**src/dspace_map.vh**
```
`ifndef DSPACE_MAP_VH
`define DSPACE_MAP_VH

// address space boundaries
`define ONCHIP_TOP      16'h7fff
`define WINDOW_BASE     16'h8000
`define NEAR_TOP        16'h1fff
`define REGION_TOP      16'h07ff
`define NEAR_FIELD_W    13
`define BLOCK_SHIFT     5
`define BLOCK_COUNT     64
`define BLOCK_IDX_W     6
// pointer steps
`define STEP_BYTE       16'h0001
`define STEP_WORD       16'h0002
// byte lanes
`define LANE_LO         2'b01
`define LANE_HI         2'b10
`define LANE_BOTH       2'b11
`define LANE_NONE       2'b00
// extension operations
`define XOP_NONE        2'h0
`define XOP_SIGN        2'h1
`define XOP_ZERO        2'h2
// address modes
`define AMODE_INDIRECT  2'h0
`define AMODE_NEAR      2'h1
`define AMODE_FULL      2'h2
// implemented register blocks default map
`define BLOCK_MAP_DEF   64'h0000_0000_0000_ffff

`endif

```
**src/address_generator.v**
```verilog
`timescale 1ns/1ps
`include "dspace_map.vh"

module address_generator (
	input  wire [1:0]  amode,
	input  wire [15:0] pointer_value,
	input  wire [15:0] direct_field,
	input  wire        is_move,
	input  wire        byte_op,
	input  wire        post_inc,
	output reg  [15:0] effective_byte_address,
	output reg  [15:0] pointer_next,
	output reg         mode_fault
);
	// ----------------------------------------
	// effective address and pointer update
	// ----------------------------------------
	always @* begin
		effective_byte_address = pointer_value;
		pointer_next           = pointer_value;
		mode_fault             = 1'b0;
		case (amode)
		`AMODE_INDIRECT: begin
			effective_byte_address = pointer_value;
			if (post_inc) begin
				pointer_next = pointer_value + (byte_op ? `STEP_BYTE : `STEP_WORD);
			end
		end
		`AMODE_NEAR: begin
			effective_byte_address = {3'h0, direct_field[`NEAR_FIELD_W-1:0]};
		end
		`AMODE_FULL: begin
			effective_byte_address = direct_field;
			mode_fault             = ~is_move;
		end
		default: begin
			mode_fault = 1'b1;
		end
		endcase
	end
endmodule

```
**src/byte_lane_unit.v**
```verilog
`timescale 1ns/1ps
`include "dspace_map.vh"

module byte_lane_unit (
	input  wire [15:0] word_in,
	input  wire        byte_sel,
	input  wire        byte_op,
	input  wire [15:0] reg_old,
	input  wire [1:0]  xop,
	output reg  [15:0] reg_value
);
	reg [7:0] picked;

	// ----------------------------------------
	// byte selection and widening
	// ----------------------------------------
	always @* begin
		picked    = byte_sel ? word_in[15:8] : word_in[7:0];
		reg_value = word_in;
		if (byte_op) begin
			reg_value = {reg_old[15:8], picked};
		end
		case (xop)
		`XOP_SIGN: begin
			reg_value = {{8{reg_value[7]}}, reg_value[7:0]};
		end
		`XOP_ZERO: begin
			reg_value = {8'h00, reg_value[7:0]};
		end
		default: begin
			reg_value = reg_value;
		end
		endcase
	end
endmodule

```
**src/data_space_access_unit.v**
```verilog
`timescale 1ns/1ps
`include "dspace_map.vh"

// Behaviour
// byte addresses; lower half maps on-chip memory
// upper half goes through extended window
// even address low byte, odd high
// post-increment by one byte, two word
// byte read picks byte onto low lane
// shared word decode, separate byte strobes
// odd word access raises address error
// read completes; write suppressed; then trap
// byte load keeps register high byte
// sign widen and zero widen operations
// near region via 13-bit direct field
// move reaches whole space, 16-bit field
// lowest 2 KB decodes as register region
// unimplemented register addresses read zero
// separate read and write address generators
// register region decoded in 32-byte blocks
// hold address error until acknowledged
module data_space_access_unit #(
	parameter [`BLOCK_COUNT-1:0] BLOCK_MAP = `BLOCK_MAP_DEF
) (
	input  wire        REF_CLK,
	input  wire        RST,
	input  wire        RD_REQ,
	input  wire [1:0]  RD_AMODE,
	input  wire [15:0] RD_POINTER,
	input  wire [15:0] RD_FIELD,
	input  wire        RD_IS_MOVE,
	input  wire        RD_BYTE,
	input  wire        RD_POST_INC,
	input  wire [1:0]  RD_XOP,
	input  wire [15:0] RD_REG_OLD,
	input  wire        WR_REQ,
	input  wire [1:0]  WR_AMODE,
	input  wire [15:0] WR_POINTER,
	input  wire [15:0] WR_FIELD,
	input  wire        WR_IS_MOVE,
	input  wire        WR_BYTE,
	input  wire        WR_POST_INC,
	input  wire [15:0] WR_DATA,
	input  wire [15:0] MEM_RDATA,
	input  wire [15:0] SREG_RDATA,
	input  wire [15:0] WIN_RDATA,
	input  wire        TRAP_ACK,
	output wire [14:0] MEM_WORD_ADDR,
	output wire        MEM_SEL,
	output wire        SREG_SEL,
	output wire        WIN_SEL,
	output reg  [1:0]  MEM_WE,
	output reg  [1:0]  SREG_WE,
	output reg  [1:0]  WIN_WE,
	output reg  [14:0] WR_WORD_ADDR,
	output reg  [15:0] WR_LANE_DATA,
	output reg  [15:0] RD_VALUE,
	output reg         RD_VALID,
	output reg  [15:0] RD_POINTER_NEXT,
	output reg  [15:0] WR_POINTER_NEXT,
	output reg         ADDR_ERR,
	output reg         MODE_ERR
);
	// ----------------------------------------
	// decode helpers
	// ----------------------------------------
	function is_window;
		input [15:0] a;
		begin
			is_window = (a >= `WINDOW_BASE);
		end
	endfunction

	function is_region;
		input [15:0] a;
		begin
			is_region = (a <= `REGION_TOP);
		end
	endfunction

	function block_live;
		input [15:0] a;
		reg [`BLOCK_IDX_W-1:0] idx;
		begin
			idx        = a[`BLOCK_SHIFT+`BLOCK_IDX_W-1:`BLOCK_SHIFT];
			block_live = BLOCK_MAP[idx];
		end
	endfunction

	function [1:0] lanes;
		input [15:0] a;
		input        byte_op;
		begin
			if (!byte_op) begin
				lanes = `LANE_BOTH;
			end else if (a[0]) begin
				lanes = `LANE_HI;
			end else begin
				lanes = `LANE_LO;
			end
		end
	endfunction

	// ----------------------------------------
	// two independent address generators
	// ----------------------------------------
	wire [15:0] rd_ea;
	wire [15:0] wr_ea;
	wire [15:0] rd_ptr_n;
	wire [15:0] wr_ptr_n;
	wire        rd_mfault;
	wire        wr_mfault;

	address_generator u_rd_gen (
		.amode                  (RD_AMODE),
		.pointer_value          (RD_POINTER),
		.direct_field           (RD_FIELD),
		.is_move                (RD_IS_MOVE),
		.byte_op                (RD_BYTE),
		.post_inc               (RD_POST_INC),
		.effective_byte_address (rd_ea),
		.pointer_next           (rd_ptr_n),
		.mode_fault             (rd_mfault)
	);

	address_generator u_wr_gen (
		.amode                  (WR_AMODE),
		.pointer_value          (WR_POINTER),
		.direct_field           (WR_FIELD),
		.is_move                (WR_IS_MOVE),
		.byte_op                (WR_BYTE),
		.post_inc               (WR_POST_INC),
		.effective_byte_address (wr_ea),
		.pointer_next           (wr_ptr_n),
		.mode_fault             (wr_mfault)
	);

	// ----------------------------------------
	// read path: select and decode
	// ----------------------------------------
	wire rd_misalign = RD_REQ & ~RD_BYTE & rd_ea[0];
	wire wr_misalign = WR_REQ & ~WR_BYTE & wr_ea[0];
	wire rd_go       = RD_REQ & ~rd_mfault;
	wire wr_go       = WR_REQ & ~wr_mfault & ~wr_misalign;

	// shared word decode for both lanes
	assign MEM_WORD_ADDR = rd_ea[15:1];
	assign WIN_SEL       = rd_go & is_window(rd_ea);
	assign SREG_SEL      = rd_go & is_region(rd_ea) & block_live(rd_ea);
	assign MEM_SEL       = rd_go & ~is_window(rd_ea) & ~is_region(rd_ea);

	reg         rd_pend_reg;
	reg         rd_byte_reg;
	reg         rd_sel_hi_reg;
	reg  [1:0]  rd_src_reg;
	reg  [1:0]  rd_xop_reg;
	reg  [15:0] rd_old_reg;
	reg  [15:0] word_mux;
	wire [15:0] lane_value;

	localparam [1:0] SRC_MEM  = 2'h0;
	localparam [1:0] SRC_SREG = 2'h1;
	localparam [1:0] SRC_WIN  = 2'h2;
	localparam [1:0] SRC_ZERO = 2'h3;

	always @(posedge REF_CLK) begin
		if (RST) begin
			rd_pend_reg   <= 1'b0;
			rd_byte_reg   <= 1'b0;
			rd_sel_hi_reg <= 1'b0;
			rd_src_reg    <= SRC_ZERO;
			rd_xop_reg    <= `XOP_NONE;
			rd_old_reg    <= 16'h0000;
		end else begin
			// a misaligned read still completes
			rd_pend_reg   <= rd_go;
			rd_byte_reg   <= RD_BYTE;
			rd_sel_hi_reg <= rd_ea[0];
			rd_xop_reg    <= RD_XOP;
			rd_old_reg    <= RD_REG_OLD;
			if (WIN_SEL) begin
				rd_src_reg <= SRC_WIN;
			end else if (SREG_SEL) begin
				rd_src_reg <= SRC_SREG;
			end else if (MEM_SEL) begin
				rd_src_reg <= SRC_MEM;
			end else begin
				rd_src_reg <= SRC_ZERO;
			end
		end
	end

	always @* begin
		case (rd_src_reg)
		SRC_MEM:  word_mux = MEM_RDATA;
		SRC_SREG: word_mux = SREG_RDATA;
		SRC_WIN:  word_mux = WIN_RDATA;
		default:  word_mux = 16'h0000;
		endcase
	end

	byte_lane_unit u_lane (
		.word_in   (word_mux),
		.byte_sel  (rd_sel_hi_reg),
		.byte_op   (rd_byte_reg),
		.reg_old   (rd_old_reg),
		.xop       (rd_xop_reg),
		.reg_value (lane_value)
	);

	always @(posedge REF_CLK) begin
		if (RST) begin
			RD_VALUE <= 16'h0000;
			RD_VALID <= 1'b0;
		end else begin
			RD_VALUE <= lane_value;
			RD_VALID <= rd_pend_reg;
		end
	end

	// ----------------------------------------
	// write path: per-lane strobes
	// ----------------------------------------
	wire [1:0] wr_lanes = wr_go ? lanes(wr_ea, WR_BYTE) : `LANE_NONE;

	always @(posedge REF_CLK) begin
		if (RST) begin
			MEM_WE       <= `LANE_NONE;
			SREG_WE      <= `LANE_NONE;
			WIN_WE       <= `LANE_NONE;
			WR_WORD_ADDR <= 15'h0000;
			WR_LANE_DATA <= 16'h0000;
		end else begin
			WR_WORD_ADDR <= wr_ea[15:1];
			if (WR_BYTE) begin
				WR_LANE_DATA <= {WR_DATA[7:0], WR_DATA[7:0]};
			end else begin
				WR_LANE_DATA <= WR_DATA;
			end
			MEM_WE  <= (~is_window(wr_ea) & ~is_region(wr_ea)) ? wr_lanes : `LANE_NONE;
			SREG_WE <= (is_region(wr_ea) & block_live(wr_ea)) ? wr_lanes : `LANE_NONE;
			WIN_WE  <= is_window(wr_ea) ? wr_lanes : `LANE_NONE;
		end
	end

	// ----------------------------------------
	// pointers and trap flags
	// ----------------------------------------
	reg err_seen_reg;

	always @(posedge REF_CLK) begin
		if (RST) begin
			RD_POINTER_NEXT <= 16'h0000;
			WR_POINTER_NEXT <= 16'h0000;
			ADDR_ERR        <= 1'b0;
			err_seen_reg    <= 1'b0;
			MODE_ERR        <= 1'b0;
		end else begin
			RD_POINTER_NEXT <= rd_ptr_n;
			WR_POINTER_NEXT <= wr_ptr_n;
			MODE_ERR        <= (RD_REQ & rd_mfault) | (WR_REQ & wr_mfault);
			if ((rd_misalign | wr_misalign) & ~err_seen_reg) begin
				ADDR_ERR     <= 1'b1;
				err_seen_reg <= 1'b1;
			end else if (TRAP_ACK) begin
				ADDR_ERR <= 1'b0;
			end
			if (~(rd_misalign | wr_misalign)) begin
				err_seen_reg <= ADDR_ERR & ~TRAP_ACK;
			end
		end
	end
endmodule

```
**config.mk**
```make
export PLATFORM = sky130hd
export DESIGN_NAME = data_space_access_unit
export DESIGN_NICKNAME = d
export VERILOG_FILES = /design/src/address_generator.v /design/src/byte_lane_unit.v /design/src/data_space_access_unit.v
export VERILOG_INCLUDE_DIRS = /design/src /design/src/src
export SDC_FILE = /design/constraint.sdc
export NUM_CORES = 1
export LEC_CHECK = 0
export BUFFER_PORTS_ARGS = -buffer_cell sky130_fd_sc_hd__buf_2
export CAP_MARGIN = 20
export CORE_ASPECT_RATIO = 1.4
export CORE_MARGIN = 5
export CORE_UTILIZATION = 30
export DETAILED_ROUTE_END_ITERATION = 8
export PLACE_DENSITY = 0.67
export SYNTH_ARGS = -nofsm -noshare
export SYNTH_HDL_FRONTEND = slang
export SYNTH_SLANG_ARGS = --single-unit
```
**constraint.sdc**
```tcl
create_clock -name REF_CLK -period 4.3 [get_ports REF_CLK]
set_input_delay 0 -clock REF_CLK [delete_from_list [all_inputs] [get_ports REF_CLK]]
set_output_delay 0 -clock REF_CLK [all_outputs]
set_load 0.01 [all_outputs]
```
==> impl_metrics.env, run 1 <==
export IMPL_status="complete, no violations"
export IMPL_switching_share_pct=28.5
export IMPL_clock_sink_count=104
export IMPL_core_um2=16000
export IMPL_grt_usage_pct=17.4
export IMPL_worst_setup_path_type="input port to flip-flop"
export IMPL_gp_congestion=0.835
export IMPL_clock_latency_ns=0.35
export IMPL_rows=55
export IMPL_tns_ns=0
export IMPL_place_area_um2=6160
export IMPL_fill_cells=1592
export IMPL_cap_violations=0
export IMPL_dp_hpwl_um=12600
export IMPL_min_from="RD_POINTER[5]"
export IMPL_p_clk_share_pct=34.6
export IMPL_final_nets=1039
export IMPL_seqCellArea_um2=2080
export IMPL_synth_edff_count=0
export IMPL_syn_inst=557
export IMPL_die_y_um=160
export IMPL_worstPathRequired_ns=4.53
export IMPL_combPwrFrac_pct=20.5
export IMPL_cpPeakStageDelay_ns=0.64
export IMPL_antenna_found_initial=3
export IMPL_reg2reg_from="rd_src_reg[0]$_SDFF_PP1_"
export IMPL_rsz0062_at_grt="no"
export IMPL_grt_pass1_wl_um=25800
export IMPL_finalCritPeriodShare_pct=55.5
export IMPL_p_seq_share_pct=44.8
export IMPL_post_cts_setup_buffer_count=0
export IMPL_stdcell_area_um2=7270
export IMPL_grt_max_degree=94
export IMPL_setup_viol=0
export IMPL_syn_area_um2=4830
export IMPL_drc=0
export IMPL_worstPathArrival_ns=2.62
export IMPL_finalHoldViolCount=0
export IMPL_syn_area_per_cell_um2=8.66
export IMPL_p_per_area_nw_per_um2=318
export IMPL_grt_ovfl_total=0
export IMPL_vias=5109
export IMPL_root_buffer="clkbuf_16"
export IMPL_ys_ff_latch=104
export IMPL_drive_gt1_share_pct=33.1
export IMPL_hold_path_class="input port to flip-flop"
export IMPL_slowest_stage="or4_1"
export IMPL_grt_pass1_vias=5358
export IMPL_cts_buffer_depth=2
export IMPL_final_cell_mix="buf_2, dfxtp_1, dlygate4sd3_1, nor2_1, a21oi_1"
export IMPL_critPathBufInv=3
export IMPL_h_tree_depth=3
export IMPL_firstDrtPassIters=4
export IMPL_syn2layout_area_growth_pct=50.6
export IMPL_intPower_w=0.00165
export IMPL_ios=267
export IMPL_switchingPower_w=0.000659
export IMPL_p_leak_nw=3.54
export IMPL_max_freq_ghz=0.419
export IMPL_worst_pin_slew_ns=0.974
export IMPL_peakVddDrop_mv=0.179
export IMPL_routedWlPerCell_um=15.6
export IMPL_multi_input_area_um2=2430
export IMPL_ys_types=58
export IMPL_crit_fanout=6
export IMPL_async_flop_share_pct=0
export IMPL_finalWirelength_um=16700
export IMPL_worstSetupEndpointType="flip-flop"
export IMPL_ys_seq_area_share_pct=43.1
export IMPL_drt_vias_per_instance=4.77
export IMPL_cts_tree="built"
export IMPL_post_route_min_period_ns=2.39
export IMPL_cts_resized_gates=0
export IMPL_synth_warnings=0
export IMPL_synth_ff_type="dfxtp_1"
export IMPL_critPathLaunchType="input port"
export IMPL_maxSlewHeadroom_pct=35.1
export IMPL_fp_dieW_um=117
export IMPL_path_clk_slew_ns=0.08
export IMPL_critical_path_cell_chain="dlygate4sd3_1 > buf_2 > ha_1 > a21oi_1 > or4_1 > o21ai_0 > a21oi_1 > dlygate4sd3_1"
export IMPL_cts_made_buffers=9
export IMPL_slew_violations=0
export IMPL_ant_nets=0
export IMPL_io_buffers=258
export IMPL_die_area_um2=18800
export IMPL_initial_utilization_pct=30.2
export IMPL_critPathTopFamily="buffers and inverters"
export IMPL_drtIter0Drc=208
export IMPL_finalClockSkew_ns=0.0154
export IMPL_startpoint="RD_POINTER[1]"
export IMPL_final_common_cell="buf_2"
export IMPL_syn_num_nets=731
==> cells in the mapped netlist, drive strengths merged (5+ instances only) <==
cell type	instances	area [um2]
nor2b	33	206
or3	10	62.6
inv	24	90.1
a211oi	8	60.1
nand2	27	104
nor2	63	236
o211ai	6	45.0
nand2b	11	68.8
clkbuf	23	86.3
ha	11	138
dfxtp	104	2080
and3	5	32.5
o21ai	36	180
a21oi	40	200
xnor2	12	105
nand3	20	105
mux2i	23	230
o2bb2ai	7	61.3
buf	21	140
xor2	5	43.8
nand4	6	37.5
nor3	6	30.0
o21bai	7	52.6
==> timing repair <==
action	in CTS	in global routing
hold endpoints to repair	73	0
endpoints found under the setup margin	0	0
hold buffers	81	0
==> path summary, 6_finish.rpt <==
check	slack (ns)	cells past startpoint	end
setup / recovery	1.91	8	RD_POINTER_NEXT[11]$_SDFF_PP0_
hold / removal	0.006	3	RD_POINTER_NEXT[5]$_SDFF_PP0_
hold reg to reg	0.40	1	ADDR_ERR$_SDFFE_PP0P_
setup reg to reg	2.42	5	RD_VALUE[13]$_SDFF_PP0_
==> worst reg2reg max path, cell delays in order, from the launching register on <==
cell and delay, ns:
dfxtp_1 0.32, buf_4 0.29, nor2b_1 0.10, a211o_1 0.31, a221oi_2 0.53, o21ai_0 0.21
==> power groups by stage <==
| stage | Sequential [W] | Combinational, W | Clock [W] |
|---|---|---|---|
| global placement | 0.00106 | 0.000409 | 0 |
| floorplan | 0.00108 | 0.000215 | 0 |
| finish | 0.00104 | 0.000474 | 0.000800 |
| CTS | 0.00104 | 0.000475 | 0.000832 |
| detailed placement | 0.00106 | 0.000414 | 0 |
| global route | 0.00104 | 0.000523 | 0.000875 |
==> metrics by stage <==
step                      hold slack [ns]  instances  setup slack (ns)  util, %  power [W]
after floorplan                     0.128        557              2.75        -    0.00129
final                             0.00580       1072              1.91     45.5    0.00231
after global placement              0.213        972              2.21     38.6    0.00147
after global routing               0.0106       1072              1.89     45.5    0.00244
after detailed placement            0.212        972              2.14     38.6    0.00147
after CTS                        0.000293       1069              2.00     45.5    0.00234
==> cell families (layout without fill, tap and decap cells) <==
kind of cell	Yosys count	after routing	share of synthesized area (%)
DFF	104	104	43.1
xor gates and xnor gates	17	17	3.09
and+or+nand+nor	203	203	21.9
adders and majority gates	13	13	3.68
other	0	3	0
muxes	23	23	4.77
buffers and inverters	68	381	6.56
AOI/OAI and AO/OA	129	129	16.9
==> per-layer routing <==
metal  up-vias  global-route usage (%)  part of all wire (%)
li1       2534                       -                     -
met1      2298                    17.6                    36
met2       222                    31.9                    52
met3        55                    3.90                   7.5
met4         0                    9.60                   4.8
met5         -                       0                     0
==> cell type report <==
class,count,area share (%)
Clock inverter,7,0.895
Tap cell,199,3.43
Sequential cell,104,28.7
Multi-Input combinational cell,385,33.4
Clock buffer,9,3.10
Antenna cell,3,0.103
Inverter,24,1.24
Timing Repair Buffer,341,29.2
Note: power is estimated with default switching activity, not from simulation.
==> run 2: changes to the inputs <==
- clock period: 4.3 -> 2.5 ns (I/O delays scaled with it)
==> run 2 against run 1 <==
Effect of this change: register-to-register slack worse by 1.8 ns; non-clock buffer count up 9; combinational power up 75%; clock skew down 0.0068 ns; core utilization up 0.62 points; cell area up 1.4%; global-route usage down 0.086 points; via count down 0.23%; cell count up 0.75%; die area unchanged; sequential share of layout area down 0.38 points; clock power up 81%; critical path type unchanged.
==> impl_metrics.env, run 2 (same netlist as run 1, synthesis figures left out) <==
export IMPL_worst_pin_slew_ns=0.721
export IMPL_p_leak_nw=3.59
export IMPL_max_freq_ghz=0.448
export IMPL_reg2reg_from="rd_src_reg[0]$_SDFF_PP1_"
export IMPL_antenna_found_initial=2
export IMPL_setup_viol=0
export IMPL_cts_tree="built"
export IMPL_ios=267
export IMPL_maxSlewHeadroom_pct=51.6
export IMPL_drive_gt1_share_pct=33.2
export IMPL_hold_path_class="input port to flip-flop"
export IMPL_grt_ovfl_total=0
export IMPL_cap_violations=0
export IMPL_worstPathRequired_ns=2.79
export IMPL_path_clk_slew_ns=0.08
export IMPL_critPathLaunchType="input port"
export IMPL_tns_ns=0
export IMPL_drt_vias_per_instance=4.72
export IMPL_finalWirelength_um=16700
export IMPL_critical_path_cell_chain="dlygate4sd3_1 > buf_2 > ha_1 > a21oi_1 > nor3_1 > nand4_1 > a21oi_1 > dlygate4sd3_1"
export IMPL_p_per_area_nw_per_um2=551
export IMPL_root_buffer="clkbuf_16"
export IMPL_gp_congestion=0.894
export IMPL_syn2layout_area_growth_pct=52.6
export IMPL_ant_nets=0
export IMPL_initial_utilization_pct=30.2
export IMPL_grt_max_degree=66
export IMPL_fill_cells=1543
export IMPL_cts_made_buffers=9
export IMPL_startpoint="RD_POINTER[0]"
export IMPL_whs_ns=0.00517
export IMPL_drc=0
export IMPL_finalClockSkew_ns=0.00867
export IMPL_die_area_um2=18800
export IMPL_finalHoldViolCount=0
export IMPL_multi_input_area_um2=2430
export IMPL_grt_pass1_vias=5233
export IMPL_cpPeakStageDelay_ns=0.63
export IMPL_rsz0062_at_grt="no"
export IMPL_clock_sink_count=104
export IMPL_peakVddDrop_mv=0.329
export IMPL_slew_violations=0
export IMPL_drtIter0Drc=210
export IMPL_die_y_um=160
export IMPL_cts_buffer_depth=2
export IMPL_final_nets=1048
export IMPL_worstSetupEndpointType="flip-flop"
export IMPL_firstDrtPassIters=4
export IMPL_seqCellArea_um2=2080
export IMPL_min_from="RD_POINTER[5]"
export IMPL_dp_hpwl_um=12700
export IMPL_vias=5097
export IMPL_routedWlPerCell_um=15.5
export IMPL_h_tree_depth=3
export IMPL_final_common_cell="buf_2"
export IMPL_slowest_stage="nor3_1"
export IMPL_final_cell_mix="buf_2, dfxtp_1, dlygate4sd3_1, nor2_1, a21oi_1"
export IMPL_core_um2=16000
export IMPL_rows=55
export IMPL_fp_dieW_um=117
export IMPL_worst_setup_path_type="input port to flip-flop"
export IMPL_clock_latency_ns=0.34
export IMPL_crit_fanout=6
export IMPL_status="complete, no violations"
export IMPL_grt_usage_pct=17.3
export IMPL_post_route_min_period_ns=2.23
export IMPL_grt_pass1_wl_um=25700
export IMPL_finalCritPeriodShare_pct=89.2
export IMPL_io_buffers=258
export IMPL_worstPathArrival_ns=2.52
[run 2: changes by cell type in the layout (fill, tap and decap cells not counted), sizes merged]
cell	previous run	this run
clkinvlp	2	0
clkinv	2	4
buf	260	264
dlygate4sd3	81	86
diode	3	2
[run 2: worst paths after layout]
| kind | end | slack [ns] | cells past startpoint |
|---|---|---|---|
| setup / recovery | RD_POINTER_NEXT[11]$_SDFF_PP0_ | 0.27 | 8 |
| setup reg to reg | RD_VALUE[10]$_SDFF_PP0_ | 0.66 | 4 |
| hold / removal | RD_POINTER_NEXT[5]$_SDFF_PP0_ | 0.005 | 3 |
| hold reg to reg | ADDR_ERR$_SDFFE_PP0P_ | 0.40 | 1 |
[run 2: area by class of cell]
class                      count  area share, %
antenna                        2         0.0680
clock buffer                   9           3.06
clock inverter                 7           1.17
inverter                      24           1.22
multi-input combinational    385           33.0
sequential                   104           28.3
tap                          199           3.38
timing repair buffer         350           29.9
[run 2: critical path, delay by kind of cell]
| family | cells | cell delay, ns |
|---|---|---|
| buffers and inverters | 3 | 1.21 |
| AOI/OAI and AO/OA | 2 | 0.32 |
| adders and majority gates | 1 | 0.19 |
| and+or+nand+nor | 2 | 0.81 |
[run 2: per-stage QoR]
stage | area (um2) | cells | setup WS (ns) | total power, W | utilization [%]
after floorplan | 4830 | 557 | 0.951 | 0.00223 | -
after global placement | 6190 | 976 | 0.425 | 0.00253 | 38.8
after detailed placement | 6190 | 976 | 0.377 | 0.00254 | 38.8
after CTS | 7360 | 1078 | 0.311 | 0.00411 | 46.1
after global routing | 7360 | 1080 | 0.154 | 0.00427 | 46.1
final | 7360 | 1080 | 0.270 | 0.00406 | 46.1
[run 2: report_power, final]
part           internal, W  leakage (nW)  total (W)  switching (W)
logic             0.000406          2.58   0.000831       0.000425
registers          0.00175         0.860    0.00178      0.0000307
clock network     0.000719         0.151    0.00145       0.000729
[run 2: routing by layer]
layer	vias to the layer above	GRT usage, %	wire length [um]
li1	2551	-	-
met1	2281	17.8	5940
met2	215	31.8	8800
met3	50	4.21	1270
met4	0	8.24	678
met5	-	0	0
[run 2: timing repair]
| action | in CTS | in global routing |
|---|---|---|
| buffers inserted | 0 | 0 |
| hold buffers | 86 | 0 |
| endpoints found under the hold margin | 75 | 0 |
| resized for setup | 0 | 0 |
